===== config.mk =====
export PLATFORM = sky130hd
export DESIGN_NAME = fprf_top
export DESIGN_NICKNAME = d
export VERILOG_FILES = /design/src/rtl/fprf_pkg.sv /design/src/rtl/fprf_mem.sv /design/src/rtl/fprf_top.sv
export VERILOG_INCLUDE_DIRS = /design/src /design/src/rtl
export SDC_FILE = /design/constraint.sdc
export NUM_CORES = 2
export LEC_CHECK = 0
export BUFFER_PORTS_ARGS = -buffer_cell sky130_fd_sc_hd__buf_2
export CAP_MARGIN = 20
export CORE_AREA = 2 2 385 387
export DETAILED_ROUTE_END_ITERATION = 7
export DIE_AREA = 0 0 387 389
export GPL_ROUTABILITY_DRIVEN = 0
export PLACE_DENSITY = 0.56
export SLEW_MARGIN = 20
export SYNTH_ARGS = -nofsm -noshare
export SYNTH_HDL_FRONTEND = slang
export SYNTH_SLANG_ARGS = --single-unit
export TNS_END_PERCENT = 50

===== constraint.sdc =====
create_clock -name ref_clk_in -period 5.29 [get_ports ref_clk_in]
set_input_delay 0.2645 -clock ref_clk_in [delete_from_list [all_inputs] [get_ports ref_clk_in]]
set_output_delay 0.2645 -clock ref_clk_in [all_outputs]
set_load 0.02 [all_outputs]

===== src/rtl/fprf_regs.svh =====
// Purpose: Offsets, field positions, reset values and counts for the fp register file
// Assumes: Avalon-MM word addressing on a byte address bus
// Notes:   Included by bare name
`ifndef FPRF_REGS_SVH
`define FPRF_REGS_SVH
// ----------------------------------------
// Register offsets (byte addresses)
// ----------------------------------------
`define FPRF_OFF_CMD        8'h00
`define FPRF_OFF_WDATA0     8'h04
`define FPRF_OFF_WDATA1     8'h08
`define FPRF_OFF_RDATA0     8'h0c
`define FPRF_OFF_RDATA1     8'h10
`define FPRF_OFF_STATCTL    8'h14
`define FPRF_OFF_IDENT      8'h18
`define FPRF_OFF_EXCCTL     8'h1c
`define FPRF_OFF_FINST      8'h20
`define FPRF_OFF_FINST2     8'h24
`define FPRF_OFF_VECSTEP    8'h28
`define FPRF_OFF_VECIDX     8'h2c
`define FPRF_OFF_STATUS     8'h30
`define FPRF_OFF_FIELDS     8'h34
// ----------------------------------------
// Command word fields
// ----------------------------------------
`define FPRF_CMD_OP_LSB     0
`define FPRF_CMD_OP_MSB     3
`define FPRF_CMD_REG_LSB    4
`define FPRF_CMD_REG_MSB    7
`define FPRF_CMD_EXT_BIT    8
`define FPRF_CMD_SYS_LSB    12
`define FPRF_CMD_SYS_MSB    14
// ----------------------------------------
// Vector step register fields (dest, first, second operands)
// ----------------------------------------
`define FPRF_VS_D_LSB       0
`define FPRF_VS_N_LSB       8
`define FPRF_VS_M_LSB       16
`define FPRF_VS_DBL_BIT     24
// ----------------------------------------
// Status and control fields
// ----------------------------------------
`define FPRF_SC_LEN_LSB     16
`define FPRF_SC_LEN_MSB     18
`define FPRF_SC_STR_LSB     20
`define FPRF_SC_STR_MSB     21
// ----------------------------------------
// Float field positions
// ----------------------------------------
`define FPRF_SGN_BIT        31
`define FPRF_SEXP_MSB       30
`define FPRF_SEXP_LSB       23
`define FPRF_SFRC_MSB       22
`define FPRF_DEXP_LSB       20
`define FPRF_DFRC_MSB       19
// ----------------------------------------
// Reset values and counts
// ----------------------------------------
`define FPRF_RST_STATCTL    32'h0000_0000
`define FPRF_RST_EXCCTL     32'h0000_0000
`define FPRF_IDENT_VALUE    32'h1234_5600
`define FPRF_NUM_REGS       32
`define FPRF_BANK_SIZE      8
`endif


===== src/rtl/fprf_pkg.sv =====
// Purpose: Types for the fp register file
// Assumes: Nothing
// Notes:   Constants live in fprf_regs.svh
package fprf_pkg;
   typedef enum logic [3:0] {
      FPRF_OP_NONE          = 4'b0000,
      FPRF_OP_WR_SYS        = 4'b0001,
      FPRF_OP_WR_DLO        = 4'b0010,
      FPRF_OP_WR_DHI        = 4'b0011,
      FPRF_OP_WR_SGL        = 4'b0100,
      FPRF_OP_RD_SYS        = 4'b0101,
      FPRF_OP_RD_DLO        = 4'b0110,
      FPRF_OP_RD_DHI        = 4'b0111,
      FPRF_OP_RD_SGL        = 4'b1000,
      FPRF_OP_WR_DPAIR      = 4'b1001,
      FPRF_OP_WR_SPAIR      = 4'b1010,
      FPRF_OP_RD_DPAIR      = 4'b1011,
      FPRF_OP_RD_SPAIR      = 4'b1100
   } fprf_op_t;

   typedef enum logic [2:0] {
      FPRF_SYS_IDENT        = 3'b000,
      FPRF_SYS_STATCTL      = 3'b001,
      FPRF_SYS_EXCCTL       = 3'b010,
      FPRF_SYS_FINST        = 3'b011,
      FPRF_SYS_FINST2       = 3'b100
   } fprf_sys_t;

   typedef enum logic [1:0] {
      FPRF_ST_IDLE          = 2'b00,
      FPRF_ST_RD1           = 2'b01,
      FPRF_ST_RD2           = 2'b10,
      FPRF_ST_DONE          = 2'b11
   } fprf_state_t;
endpackage : fprf_pkg


===== src/rtl/fprf_mem.sv =====
// Purpose: 32 x 32 register storage with registered read data
// Assumes: One write port, one read port
// Notes:   Contents are not reset
`timescale 1ns/1ns
module fprf_mem #(
   parameter int WIDTH = 32,
   parameter int DEPTH = 32,
   parameter int AW    = 5
) (
   // Clock
   input  wire logic             ref_clk_in,
   input  wire logic             ce_in,
   // Write port
   input  wire logic             we_in,
   input  wire logic [AW-1:0]    waddr_in,
   input  wire logic [WIDTH-1:0] wdata_in,
   // Read port
   input  wire logic [AW-1:0]    raddr_in,
   output logic      [WIDTH-1:0] rdata_out
);
   logic [WIDTH-1:0] mem_q [DEPTH];

   always_ff @(posedge ref_clk_in) begin
      if (ce_in) begin
         if (we_in) begin
            mem_q[waddr_in] <= wdata_in;
         end
         rdata_out <= mem_q[raddr_in];
      end
   end
endmodule : fprf_mem


===== src/rtl/fprf_top.sv =====
// Purpose: Floating-point register file with core transfer port on Avalon-MM
// Assumes: 100 MHz ref_clk_in, async active-low reset
// Notes:   Storage is not reset
`timescale 1ns/1ns
`include "fprf_regs.svh"

// What this block does
// - Thirty-two 32-bit registers in four banks of eight, float or integer.
// - Double n is singles 2n (lower) and 2n+1 (upper).
// - Vector indices wrap within bank; block transfers step linearly.
// - Bits are stored and moved unchanged, no format conversion.
// - No type tracking; reads decode per current instruction precision.
// - Integers are plain 32-bit words, signed or unsigned.
// - Single: sign bit 31, exponent 30:23, fraction 22:0.
// - Double upper word: sign 31, exponent 30:20, fraction 19:0.
// - Register number is four field bits plus extension bit as LSB.
// - Core transfers never raise floating-point exceptions.
// - 32-bit write move targets system, double low, double high, single.
// - Identification register write changes nothing but serializes.
// - 32-bit read move returns system, double low, double high, single.
// - Pair write move fills low/m then high/m+1.
// - Pair read move returns low/m first, high/m+1 second.
// - Length and stride fields steer vector iteration.
// - Length field is count minus one; stride 00 steps by one.
// - Vector index past bank end wraps to bank start.
// - Destination in bank zero means scalar operation.
// - Second operand in bank zero held scalar across iterations.
module fprf_top
   import fprf_pkg::*;
(
   // Clock and reset
   input  wire logic        ref_clk_in,
   input  wire logic        rstn_in,
   input  wire logic        ce_in,
   // Avalon-MM slave
   input  wire logic [7:0]  avs_address_in,
   input  wire logic        avs_read_in,
   input  wire logic        avs_write_in,
   input  wire logic [31:0] avs_writedata_in,
   input  wire logic [3:0]  avs_byteenable_in,
   output logic      [31:0] avs_readdata_out,
   output logic             avs_waitrequest_out,
   // Status
   output logic             serialize_out,
   output logic             fp_exception_out
);
   // ----------------------------------------
   // Helper functions
   // ----------------------------------------
   function automatic logic [4:0] reg_num(input logic [3:0] fld, input logic ext);
      reg_num = {fld, ext};
   endfunction : reg_num

   // Advance index by step, wrapping inside its bank of eight
   function automatic logic [4:0] bank_step(input logic [4:0] idx, input logic [2:0] step);
      bank_step = {idx[4:3], 3'(idx[2:0] + step)};
   endfunction : bank_step

   function automatic logic [31:0] merge_be(input logic [31:0] old, input logic [31:0] nw,
                                            input logic [3:0] be);
      for (int i = 0; i < 4; i++) begin
         merge_be[i*8 +: 8] = be[i] ? nw[i*8 +: 8] : old[i*8 +: 8];
      end
   endfunction : merge_be

   // ----------------------------------------
   // State
   // ----------------------------------------
   fprf_state_t state_q, state_d;
   logic [31:0] wdata0_q, wdata0_d, wdata1_q, wdata1_d;
   logic [31:0] rdata0_q, rdata0_d, rdata1_q, rdata1_d;
   logic [31:0] statctl_q, statctl_d, excctl_q, excctl_d;
   logic [31:0] finst_q, finst_d, finst2_q, finst2_d;
   logic [24:0] vecstep_q, vecstep_d;
   logic [2:0]  iter_q, iter_d;
   logic [4:0]  rd_reg_q, rd_reg_d;
   logic        rd_pair_q, rd_pair_d;
   logic        serial_q, serial_d;
   logic [31:0] readdata_q, readdata_d;

   logic        mem_we;
   logic [4:0]  mem_waddr, mem_raddr;
   logic [31:0] mem_wdata, mem_rdata;

   fprf_mem #(.WIDTH(32), .DEPTH(`FPRF_NUM_REGS), .AW(5)) u_mem (
      .ref_clk_in (ref_clk_in),
      .ce_in      (ce_in),
      .we_in      (mem_we),
      .waddr_in   (mem_waddr),
      .wdata_in   (mem_wdata),
      .raddr_in   (mem_raddr),
      .rdata_out  (mem_rdata)
   );

   // ----------------------------------------
   // Command decode
   // ----------------------------------------
   logic        wr_cmd, rd_any, busy;
   fprf_op_t    op;
   logic [4:0]  cmd_reg;
   logic [4:0]  dbl_lo;
   fprf_sys_t   cmd_sys;
   logic [7:0]  off;
   logic [2:0]  vlen, vstride;
   logic        dst_scalar, m_scalar;
   logic [4:0]  vd_idx, vn_idx, vm_idx;

   assign off     = {avs_address_in[7:2], 2'b00};
   assign wr_cmd  = avs_write_in && (off == `FPRF_OFF_CMD);
   assign op      = fprf_op_t'(avs_writedata_in[`FPRF_CMD_OP_MSB:`FPRF_CMD_OP_LSB]);
   assign cmd_reg = reg_num(avs_writedata_in[`FPRF_CMD_REG_MSB:`FPRF_CMD_REG_LSB],
                            avs_writedata_in[`FPRF_CMD_EXT_BIT]);
   // Doubles ignore the extension bit; issuer keeps it zero
   assign dbl_lo  = {avs_writedata_in[`FPRF_CMD_REG_MSB:`FPRF_CMD_REG_LSB], 1'b0};
   assign cmd_sys = fprf_sys_t'(avs_writedata_in[`FPRF_CMD_SYS_MSB:`FPRF_CMD_SYS_LSB]);
   assign busy    = (state_q != FPRF_ST_IDLE);
   assign rd_any  = wr_cmd && (op == FPRF_OP_RD_DLO || op == FPRF_OP_RD_DHI ||
                    op == FPRF_OP_RD_SGL || op == FPRF_OP_RD_DPAIR || op == FPRF_OP_RD_SPAIR);

   // ----------------------------------------
   // Vector index generator
   // ----------------------------------------
   assign vlen    = statctl_q[`FPRF_SC_LEN_MSB:`FPRF_SC_LEN_LSB];
   // Stride 00 steps one; other codes step two
   assign vstride = (statctl_q[`FPRF_SC_STR_MSB:`FPRF_SC_STR_LSB] == 2'b00) ? 3'd1 : 3'd2;
   assign dst_scalar = (vecstep_q[`FPRF_VS_D_LSB+3 +: 2] == 2'b00);
   assign m_scalar   = (vecstep_q[`FPRF_VS_M_LSB+3 +: 2] == 2'b00);
   assign vd_idx = vecstep_q[`FPRF_VS_D_LSB +: 5];
   assign vn_idx = vecstep_q[`FPRF_VS_N_LSB +: 5];
   assign vm_idx = vecstep_q[`FPRF_VS_M_LSB +: 5];

   always_comb begin
      iter_d = iter_q;
      if (statctl_d[`FPRF_SC_LEN_MSB:`FPRF_SC_LEN_LSB] != vlen) begin
         // New length restarts the vector
         iter_d = 3'd0;
      end else if (avs_write_in && !busy && off == `FPRF_OFF_VECSTEP) begin
         iter_d = 3'd0;
      end else if (avs_write_in && !busy && off == `FPRF_OFF_VECIDX) begin
         // Advance once per write unless destination is scalar, stops at last iteration
         if (!dst_scalar && iter_q != vlen) begin
            iter_d = 3'(iter_q + 3'd1);
         end
      end
   end

   logic [2:0] step_amt;
   logic [4:0] cur_d, cur_n, cur_m;
   assign step_amt = 3'(iter_q * vstride);
   assign cur_d = dst_scalar ? vd_idx : bank_step(vd_idx, step_amt);
   assign cur_n = dst_scalar ? vn_idx : bank_step(vn_idx, step_amt);
   assign cur_m = (dst_scalar || m_scalar) ? vm_idx : bank_step(vm_idx, step_amt);

   // ----------------------------------------
   // Transfer engine
   // ----------------------------------------
   always_comb begin
      state_d   = state_q;
      rd_reg_d  = rd_reg_q;
      rd_pair_d = rd_pair_q;
      rdata0_d  = rdata0_q;
      rdata1_d  = rdata1_q;
      serial_d  = 1'b0;
      mem_we    = 1'b0;
      mem_waddr = cmd_reg;
      mem_wdata = wdata0_q;
      mem_raddr = rd_reg_q;
      case (state_q)
         FPRF_ST_IDLE: begin
            if (wr_cmd) begin
               case (op)
                  FPRF_OP_WR_SYS: serial_d = 1'b1;
                  FPRF_OP_WR_DLO: begin
                     mem_we    = 1'b1;
                     mem_waddr = dbl_lo;
                  end
                  FPRF_OP_WR_DHI: begin
                     mem_we    = 1'b1;
                     mem_waddr = dbl_lo | 5'h01;
                  end
                  FPRF_OP_WR_SGL: mem_we = 1'b1;
                  FPRF_OP_WR_DPAIR, FPRF_OP_WR_SPAIR: begin
                     mem_we    = 1'b1;
                     mem_waddr = (op == FPRF_OP_WR_DPAIR) ? dbl_lo : cmd_reg;
                     rd_reg_d  = 5'(mem_waddr + 5'd1);                 // Linear step
                     state_d   = FPRF_ST_DONE;
                  end
                  FPRF_OP_RD_SYS: begin
                     serial_d = 1'b1;
                     case (cmd_sys)
                        FPRF_SYS_IDENT:   rdata0_d = `FPRF_IDENT_VALUE;
                        FPRF_SYS_STATCTL: rdata0_d = statctl_q;
                        FPRF_SYS_EXCCTL:  rdata0_d = excctl_q;
                        FPRF_SYS_FINST:   rdata0_d = finst_q;
                        default:          rdata0_d = finst2_q;
                     endcase
                  end
                  default: begin
                     if (rd_any) begin
                        if (op == FPRF_OP_RD_SGL || op == FPRF_OP_RD_SPAIR) begin
                           rd_reg_d = cmd_reg;
                        end else if (op == FPRF_OP_RD_DHI) begin
                           rd_reg_d = dbl_lo | 5'h01;
                        end else begin
                           rd_reg_d = dbl_lo;
                        end
                        rd_pair_d = (op == FPRF_OP_RD_DPAIR || op == FPRF_OP_RD_SPAIR);
                        state_d   = FPRF_ST_RD1;
                     end
                  end
               endcase
            end
         end
         FPRF_ST_RD1: begin
            mem_raddr = rd_reg_q;
            rd_reg_d  = 5'(rd_reg_q + 5'd1);
            state_d   = FPRF_ST_RD2;
         end
         FPRF_ST_RD2: begin
            rdata0_d = mem_rdata;
            if (rd_pair_q) begin
               state_d = FPRF_ST_DONE;
            end else begin
               state_d = FPRF_ST_IDLE;
            end
         end
         FPRF_ST_DONE: begin
            if (rd_pair_q) begin
               rdata1_d  = mem_rdata;
               rd_pair_d = 1'b0;
            end else begin
               mem_we    = 1'b1;
               mem_waddr = rd_reg_q;
               mem_wdata = wdata1_q;
            end
            state_d = FPRF_ST_IDLE;
         end
         default: state_d = FPRF_ST_IDLE;
      endcase
   end

   // ----------------------------------------
   // Register writes and reads
   // ----------------------------------------
   always_comb begin
      wdata0_d  = wdata0_q;
      wdata1_d  = wdata1_q;
      statctl_d = statctl_q;
      excctl_d  = excctl_q;
      finst_d   = finst_q;
      finst2_d  = finst2_q;
      vecstep_d = vecstep_q;
      if (avs_write_in && !busy) begin
         if (off == `FPRF_OFF_WDATA0) begin
            wdata0_d = merge_be(wdata0_q, avs_writedata_in, avs_byteenable_in);
         end else if (off == `FPRF_OFF_WDATA1) begin
            wdata1_d = merge_be(wdata1_q, avs_writedata_in, avs_byteenable_in);
         end else if (off == `FPRF_OFF_STATCTL) begin
            statctl_d = merge_be(statctl_q, avs_writedata_in, avs_byteenable_in);
         end else if (off == `FPRF_OFF_EXCCTL) begin
            excctl_d = merge_be(excctl_q, avs_writedata_in, avs_byteenable_in);
         end else if (off == `FPRF_OFF_FINST) begin
            finst_d = merge_be(finst_q, avs_writedata_in, avs_byteenable_in);
         end else if (off == `FPRF_OFF_FINST2) begin
            finst2_d = merge_be(finst2_q, avs_writedata_in, avs_byteenable_in);
         end else if (off == `FPRF_OFF_VECSTEP) begin
            vecstep_d = avs_writedata_in[24:0];
         end
      end
      // System register write through a move command
      if (wr_cmd && !busy && op == FPRF_OP_WR_SYS) begin
         if (cmd_sys == FPRF_SYS_STATCTL) begin
            statctl_d = wdata0_q;
         end else if (cmd_sys == FPRF_SYS_EXCCTL) begin
            excctl_d = wdata0_q;
         end else if (cmd_sys == FPRF_SYS_FINST) begin
            finst_d = wdata0_q;
         end else if (cmd_sys == FPRF_SYS_FINST2) begin
            finst2_d = wdata0_q;
         end
      end
   end

   // Field view of read data 0 (single) or read data 1 (double) interpreted per requested precision
   logic [31:0] fields_view;
   assign fields_view = vecstep_q[`FPRF_VS_DBL_BIT] ?
      {rdata1_q[`FPRF_SGN_BIT], 4'h0, rdata1_q[`FPRF_SEXP_MSB:`FPRF_DEXP_LSB], 16'h0000} :
      {rdata0_q[`FPRF_SGN_BIT], 7'h00, rdata0_q[`FPRF_SEXP_MSB:`FPRF_SEXP_LSB], 16'h0000};

   always_comb begin
      readdata_d = 32'h0000_0000;
      if (avs_read_in) begin
         if (off == `FPRF_OFF_RDATA0) readdata_d = rdata0_q;
         else if (off == `FPRF_OFF_RDATA1) readdata_d = rdata1_q;
         else if (off == `FPRF_OFF_WDATA0) readdata_d = wdata0_q;
         else if (off == `FPRF_OFF_WDATA1) readdata_d = wdata1_q;
         else if (off == `FPRF_OFF_STATCTL) readdata_d = statctl_q;
         else if (off == `FPRF_OFF_IDENT) readdata_d = `FPRF_IDENT_VALUE;
         else if (off == `FPRF_OFF_EXCCTL) readdata_d = excctl_q;
         else if (off == `FPRF_OFF_FINST) readdata_d = finst_q;
         else if (off == `FPRF_OFF_FINST2) readdata_d = finst2_q;
         else if (off == `FPRF_OFF_VECSTEP) readdata_d = {7'h00, vecstep_q};
         else if (off == `FPRF_OFF_VECIDX) readdata_d = {5'h00, iter_q, 3'h0, cur_m, 3'h0, cur_n, 3'h0, cur_d};
         else if (off == `FPRF_OFF_STATUS) readdata_d = {30'h0, dst_scalar, busy};
         else if (off == `FPRF_OFF_FIELDS) readdata_d = fields_view;
      end
   end

   // Reads wait one cycle; writes wait while engine busy
   logic rd_pend_q, rd_pend_d;
   assign rd_pend_d = avs_read_in && !rd_pend_q;
   assign avs_waitrequest_out = (avs_read_in && !rd_pend_q) || (avs_write_in && busy);
   assign fp_exception_out = 1'b0;
   assign serialize_out    = serial_q;

   always_ff @(posedge ref_clk_in or negedge rstn_in) begin
      if (!rstn_in) begin
         state_q <= FPRF_ST_IDLE;
         wdata0_q <= 32'h0000_0000;
         wdata1_q <= 32'h0000_0000;
         rdata0_q <= 32'h0000_0000;
         rdata1_q <= 32'h0000_0000;
         statctl_q <= `FPRF_RST_STATCTL;
         excctl_q <= `FPRF_RST_EXCCTL;
         finst_q <= 32'h0000_0000;
         finst2_q <= 32'h0000_0000;
         vecstep_q <= 25'h0000000;
         iter_q <= 3'h0;
         rd_reg_q <= 5'h00;
         rd_pair_q <= 1'b0;
         serial_q <= 1'b0;
         readdata_q <= 32'h0000_0000;
         rd_pend_q <= 1'b0;
      end else if (ce_in) begin
         state_q <= state_d;
         wdata0_q <= wdata0_d;
         wdata1_q <= wdata1_d;
         rdata0_q <= rdata0_d;
         rdata1_q <= rdata1_d;
         statctl_q <= statctl_d;
         excctl_q <= excctl_d;
         finst_q <= finst_d;
         finst2_q <= finst2_d;
         vecstep_q <= vecstep_d;
         iter_q <= iter_d;
         rd_reg_q <= rd_reg_d;
         rd_pair_q <= rd_pair_d;
         serial_q <= serial_d;
         readdata_q <= readdata_d;
         rd_pend_q <= rd_pend_d;
      end
   end
   assign avs_readdata_out = readdata_q;

   // ----------------------------------------
   // Assertions
   // ----------------------------------------
   no_exception_a: assert property (@(posedge ref_clk_in) disable iff (!rstn_in)
      !fp_exception_out) else $error("transfer raised an exception");
   ident_fixed_a: assert property (@(posedge ref_clk_in) disable iff (!rstn_in)
      (ce_in && wr_cmd && !busy && op == FPRF_OP_WR_SYS && cmd_sys == FPRF_SYS_IDENT)
      |=> serial_q && $stable(statctl_q) && $stable(excctl_q)) else $error("ident write changed state");
   wrap_bank_a: assert property (@(posedge ref_clk_in) disable iff (!rstn_in)
      cur_d[4:3] == vd_idx[4:3] && cur_n[4:3] == vn_idx[4:3]) else $error("vector index left bank");
   scalar_dst_a: assert property (@(posedge ref_clk_in) disable iff (!rstn_in)
      dst_scalar |-> (cur_d == vd_idx && cur_m == vm_idx)) else $error("bank zero dest not scalar");
   scalar_m_a: assert property (@(posedge ref_clk_in) disable iff (!rstn_in)
      m_scalar |-> cur_m == vm_idx) else $error("bank zero operand advanced");
   iter_bound_a: assert property (@(posedge ref_clk_in) disable iff (!rstn_in)
      iter_q <= vlen) else $error("iteration past length");
   pair_read_a: assert property (@(posedge ref_clk_in) disable iff (!rstn_in)
      (ce_in && state_q == FPRF_ST_RD1) |=> state_q == FPRF_ST_RD2) else $error("read sequence broken");
   wr_pair_a: assert property (@(posedge ref_clk_in) disable iff (!rstn_in)
      (ce_in && state_q == FPRF_ST_DONE && !rd_pair_q) |-> (mem_we && mem_waddr == rd_reg_q))
      else $error("second pair word not written");
endmodule : fprf_top


==> metrics.cfg <==
[run_status]
status = complete, no violations

[cts]
cts_hold_buf = 33
clk_pin_slew_ns = 0.06
tritoncts = built
clock_latency_ns = 0.79
cts.path.max_buffers = 3
h-tree-depth = 4
cts-root-buf = clkbuf_16
cts-resized-gates = 0
cts_num_sinks = 1382
numCtsBuffers = 150
post_cts_buffers = 0

[worst_setup_path]
worst_r2r_startpoint = state_q[0]
cp_data_arrival_time_ns = 4.50
r2r_cells = 9
r2r-end = u_mem.mem_q[16][22]
cp-end-kind = flip-flop
critPathMaxFanout = 32
startpoint_type = flip-flop
critPathKind = flip-flop to flip-flop
cp.required_ns = 5.69
r2r_slack_ns = 1.19

[synthesis]
yosysWarnings = 0
async_flop_share = 0.236
netlist_top_cells_count = edfxtp_1 (1,056), dfrtp_1 (326), mux4_2 (320)
yosysTopAreaCellShare = 0.543
ys_ff_latch = 1382
synth_edf_count = 1056
synth_seq_area_share = 0.683
netlist_instances = 3507
syn_nets = 3569
syn_area_sq_mm = 0.0583
post-synth-top-count-cell = edfxtp_1
synth_area_leaders = edfxtp_1 (54%), dfrtp_1 (14%), mux4_2 (12%)
avgSynthCellArea_sq_um = 16.6
synth_top_area_cell = edfxtp_1
synth_ff_type = edfxtp_1
synthDistinctLibCells = 91

[sta]
post-route-period-util = 0.776
worstMarginPinSlew_ns = 1.22
final.setup.worst_slack_ns = 1.19
fin_tns_setup_ns = 0
maxSlewViolCount = 0
fmax_mhz = 244
fin_skew_ns = 0.0457
rsz0062_at_grt = no
period_needed_ns = 4.10
setup_viol = 0
hold_viol = 0
slew_headroom = 0.188

[grt]
grt_pass1_vias = 34600
grt-ovfl-total = 0
grtUsageTotal = 0.230
antenna_found_initial = 10
grt_max_degree = 141
grt_pass1_wl_mm = 252

[layout]
utilization = 0.454
synthToLayoutAreaGrowth_pct = 14.1
drive_above_1_share = 0.272
layout.nets = 3703

[pwr]
p_per_area_mw_per_mm2 = 439
p_leak_nw = 24.5
peakVddDrop_mv = 0.464

[die]
core_sq_mm = 0.147
fp.dieH_um = 389
io_pins = 84
die_w_um = 387
die-area_sq_mm = 0.151
initial_utilization = 0.398
rows = 141

[place]
hpwl_mm = 106
numPortBuffers = 80
dp_worst_setup_slack_ns = 1.12

[flow_run]
maxCapViolations = 0

[detailed_routing]
vias_per_cell = 6.07
routed_wl_mm = 174
via_count = 34600
dr.pass1.iters = 6
drtAntennaViolNets = 0
drtIter0Drc = 3881
route.detailed.drc = 0
wl_per_cell_um = 30.5

[hold_path]
hold_class = primary input to async pin

==> where the power goes <==
| group | leakage [nW] | switching (mW) | internal [mW] |
|---|---|---|---|
| Combinational | 7.00 | 3.31 | 2.83 |
| Clock | 2.31 | 4.34 | 5.78 |
| Sequential | 15.2 | 0.647 | 12.3 |
==> state kept, by name, indices dropped and copies added (netlist names), 5 cells and up <==
register and count:
excctl_q 32, finst_q 32, u_mem.rdata_out 32, rdata0_q 32, vecstep_q 25, rdata1_q 32, statctl_q 32, avs_readdata_out 32
wdata0_q 32, wdata1_q 32, finst2_q 32, u_mem.mem_q 1024, mem_raddr 5
==> per-layer routing <==
layer  vias up  track usage  wire [um]
met5         -            0         34
met4         6       0.0953       7310
met3       379       0.0440      12700
met2      1511        0.354      79800
met1     18300        0.321      73800
li1      14400            -          -
==> worst max-delay path, stage by stage (launching register included) <==
cell,delay (ns)
dfrtp_1,0.40
inv_1,0.11
ha_1,0.20
inv_1,0.16
nor3_2,0.74
o21ai_0,0.26
a211oi_2,0.45
nand3_1,0.51
nor3_2,0.30
buf_4,0.55
==> how the worst max path moves through the flow <==
stage	start	slack [ns]	endpoint	cells after the start
after detailed placement	avs_address_in[4]	1.12	u_mem.mem_q[1][14]	8
after floorplan	avs_address_in[4]	0.59	u_mem.mem_q[16][0]	7
after global routing	state_q[0]	1.15	u_mem.mem_q[11][6]	9
after CTS	state_q[0]	1.44	u_mem.mem_q[16][22]	9
after global placement	avs_address_in[4]	1.17	u_mem.mem_q[16][22]	8
final	state_q[0]	1.19	u_mem.mem_q[16][22]	9
==> layout by cell type (no fill, tap or decap), types with 23 or more instances in the layout <==
cell	n
buf_2	77
a21oi_1	266
a211oi_1	24
edfxtp_1	1056
mux4_2	320
nand2_1	128
o21ai_0	125
nor3_2	35
mux2i_1	38
clkbuf_1	43
clkinv_1	23
dfrtp_1	321
mux2_2	200
dlygate4sd3_1	33
o22ai_1	134
clkbuf_16	152
a221oi_1	28
buf_4	107
a22oi_1	46
nor2_1	189
==> per-stage QoR <==
stage               cell area (sq um)  instances  hold slack [ns]  total power [mW]
floorplan                       58300       3507          -0.0311              17.2
CTS                             66500       5691           0.0189              29.5
finish                          66600       5695           0.0123              29.2
global route                    66500       5691           0.0814              30.3
global placement                61500       5386            0.298              19.3
detailed placement              61500       5386            0.292              19.3
==> area by class of cell <==
type	instances	area [sq um]
Fill cell	12700	80100
Sequential cell	1382	39900
Multi-Input combinational cell	1853	17600
Clock buffer	207	4130
Tap cell	1930	2410
Timing Repair Buffer	231	1790
Clock inverter	65	607
Inverter	23	86.3
Antenna cell	4	10.0
==> cell families after synthesis <==
| logic type | count (synthesis) | share of synthesized area |
|---|---|---|
| DFF | 1382 | 0.683 |
| adders and majority gates | 13 | 0.00317 |
| buffers and inverters | 272 | 0.0187 |
| AOI/OAI and AO/OA | 763 | 0.0827 |
| muxes | 558 | 0.169 |
| xor gates and xnor gates | 18 | 0.00270 |
| other | 1 | 0.0000643 |
| and+or+nand+nor | 500 | 0.0407 |
No activity file was read; power rests on OpenSTA's default activity.
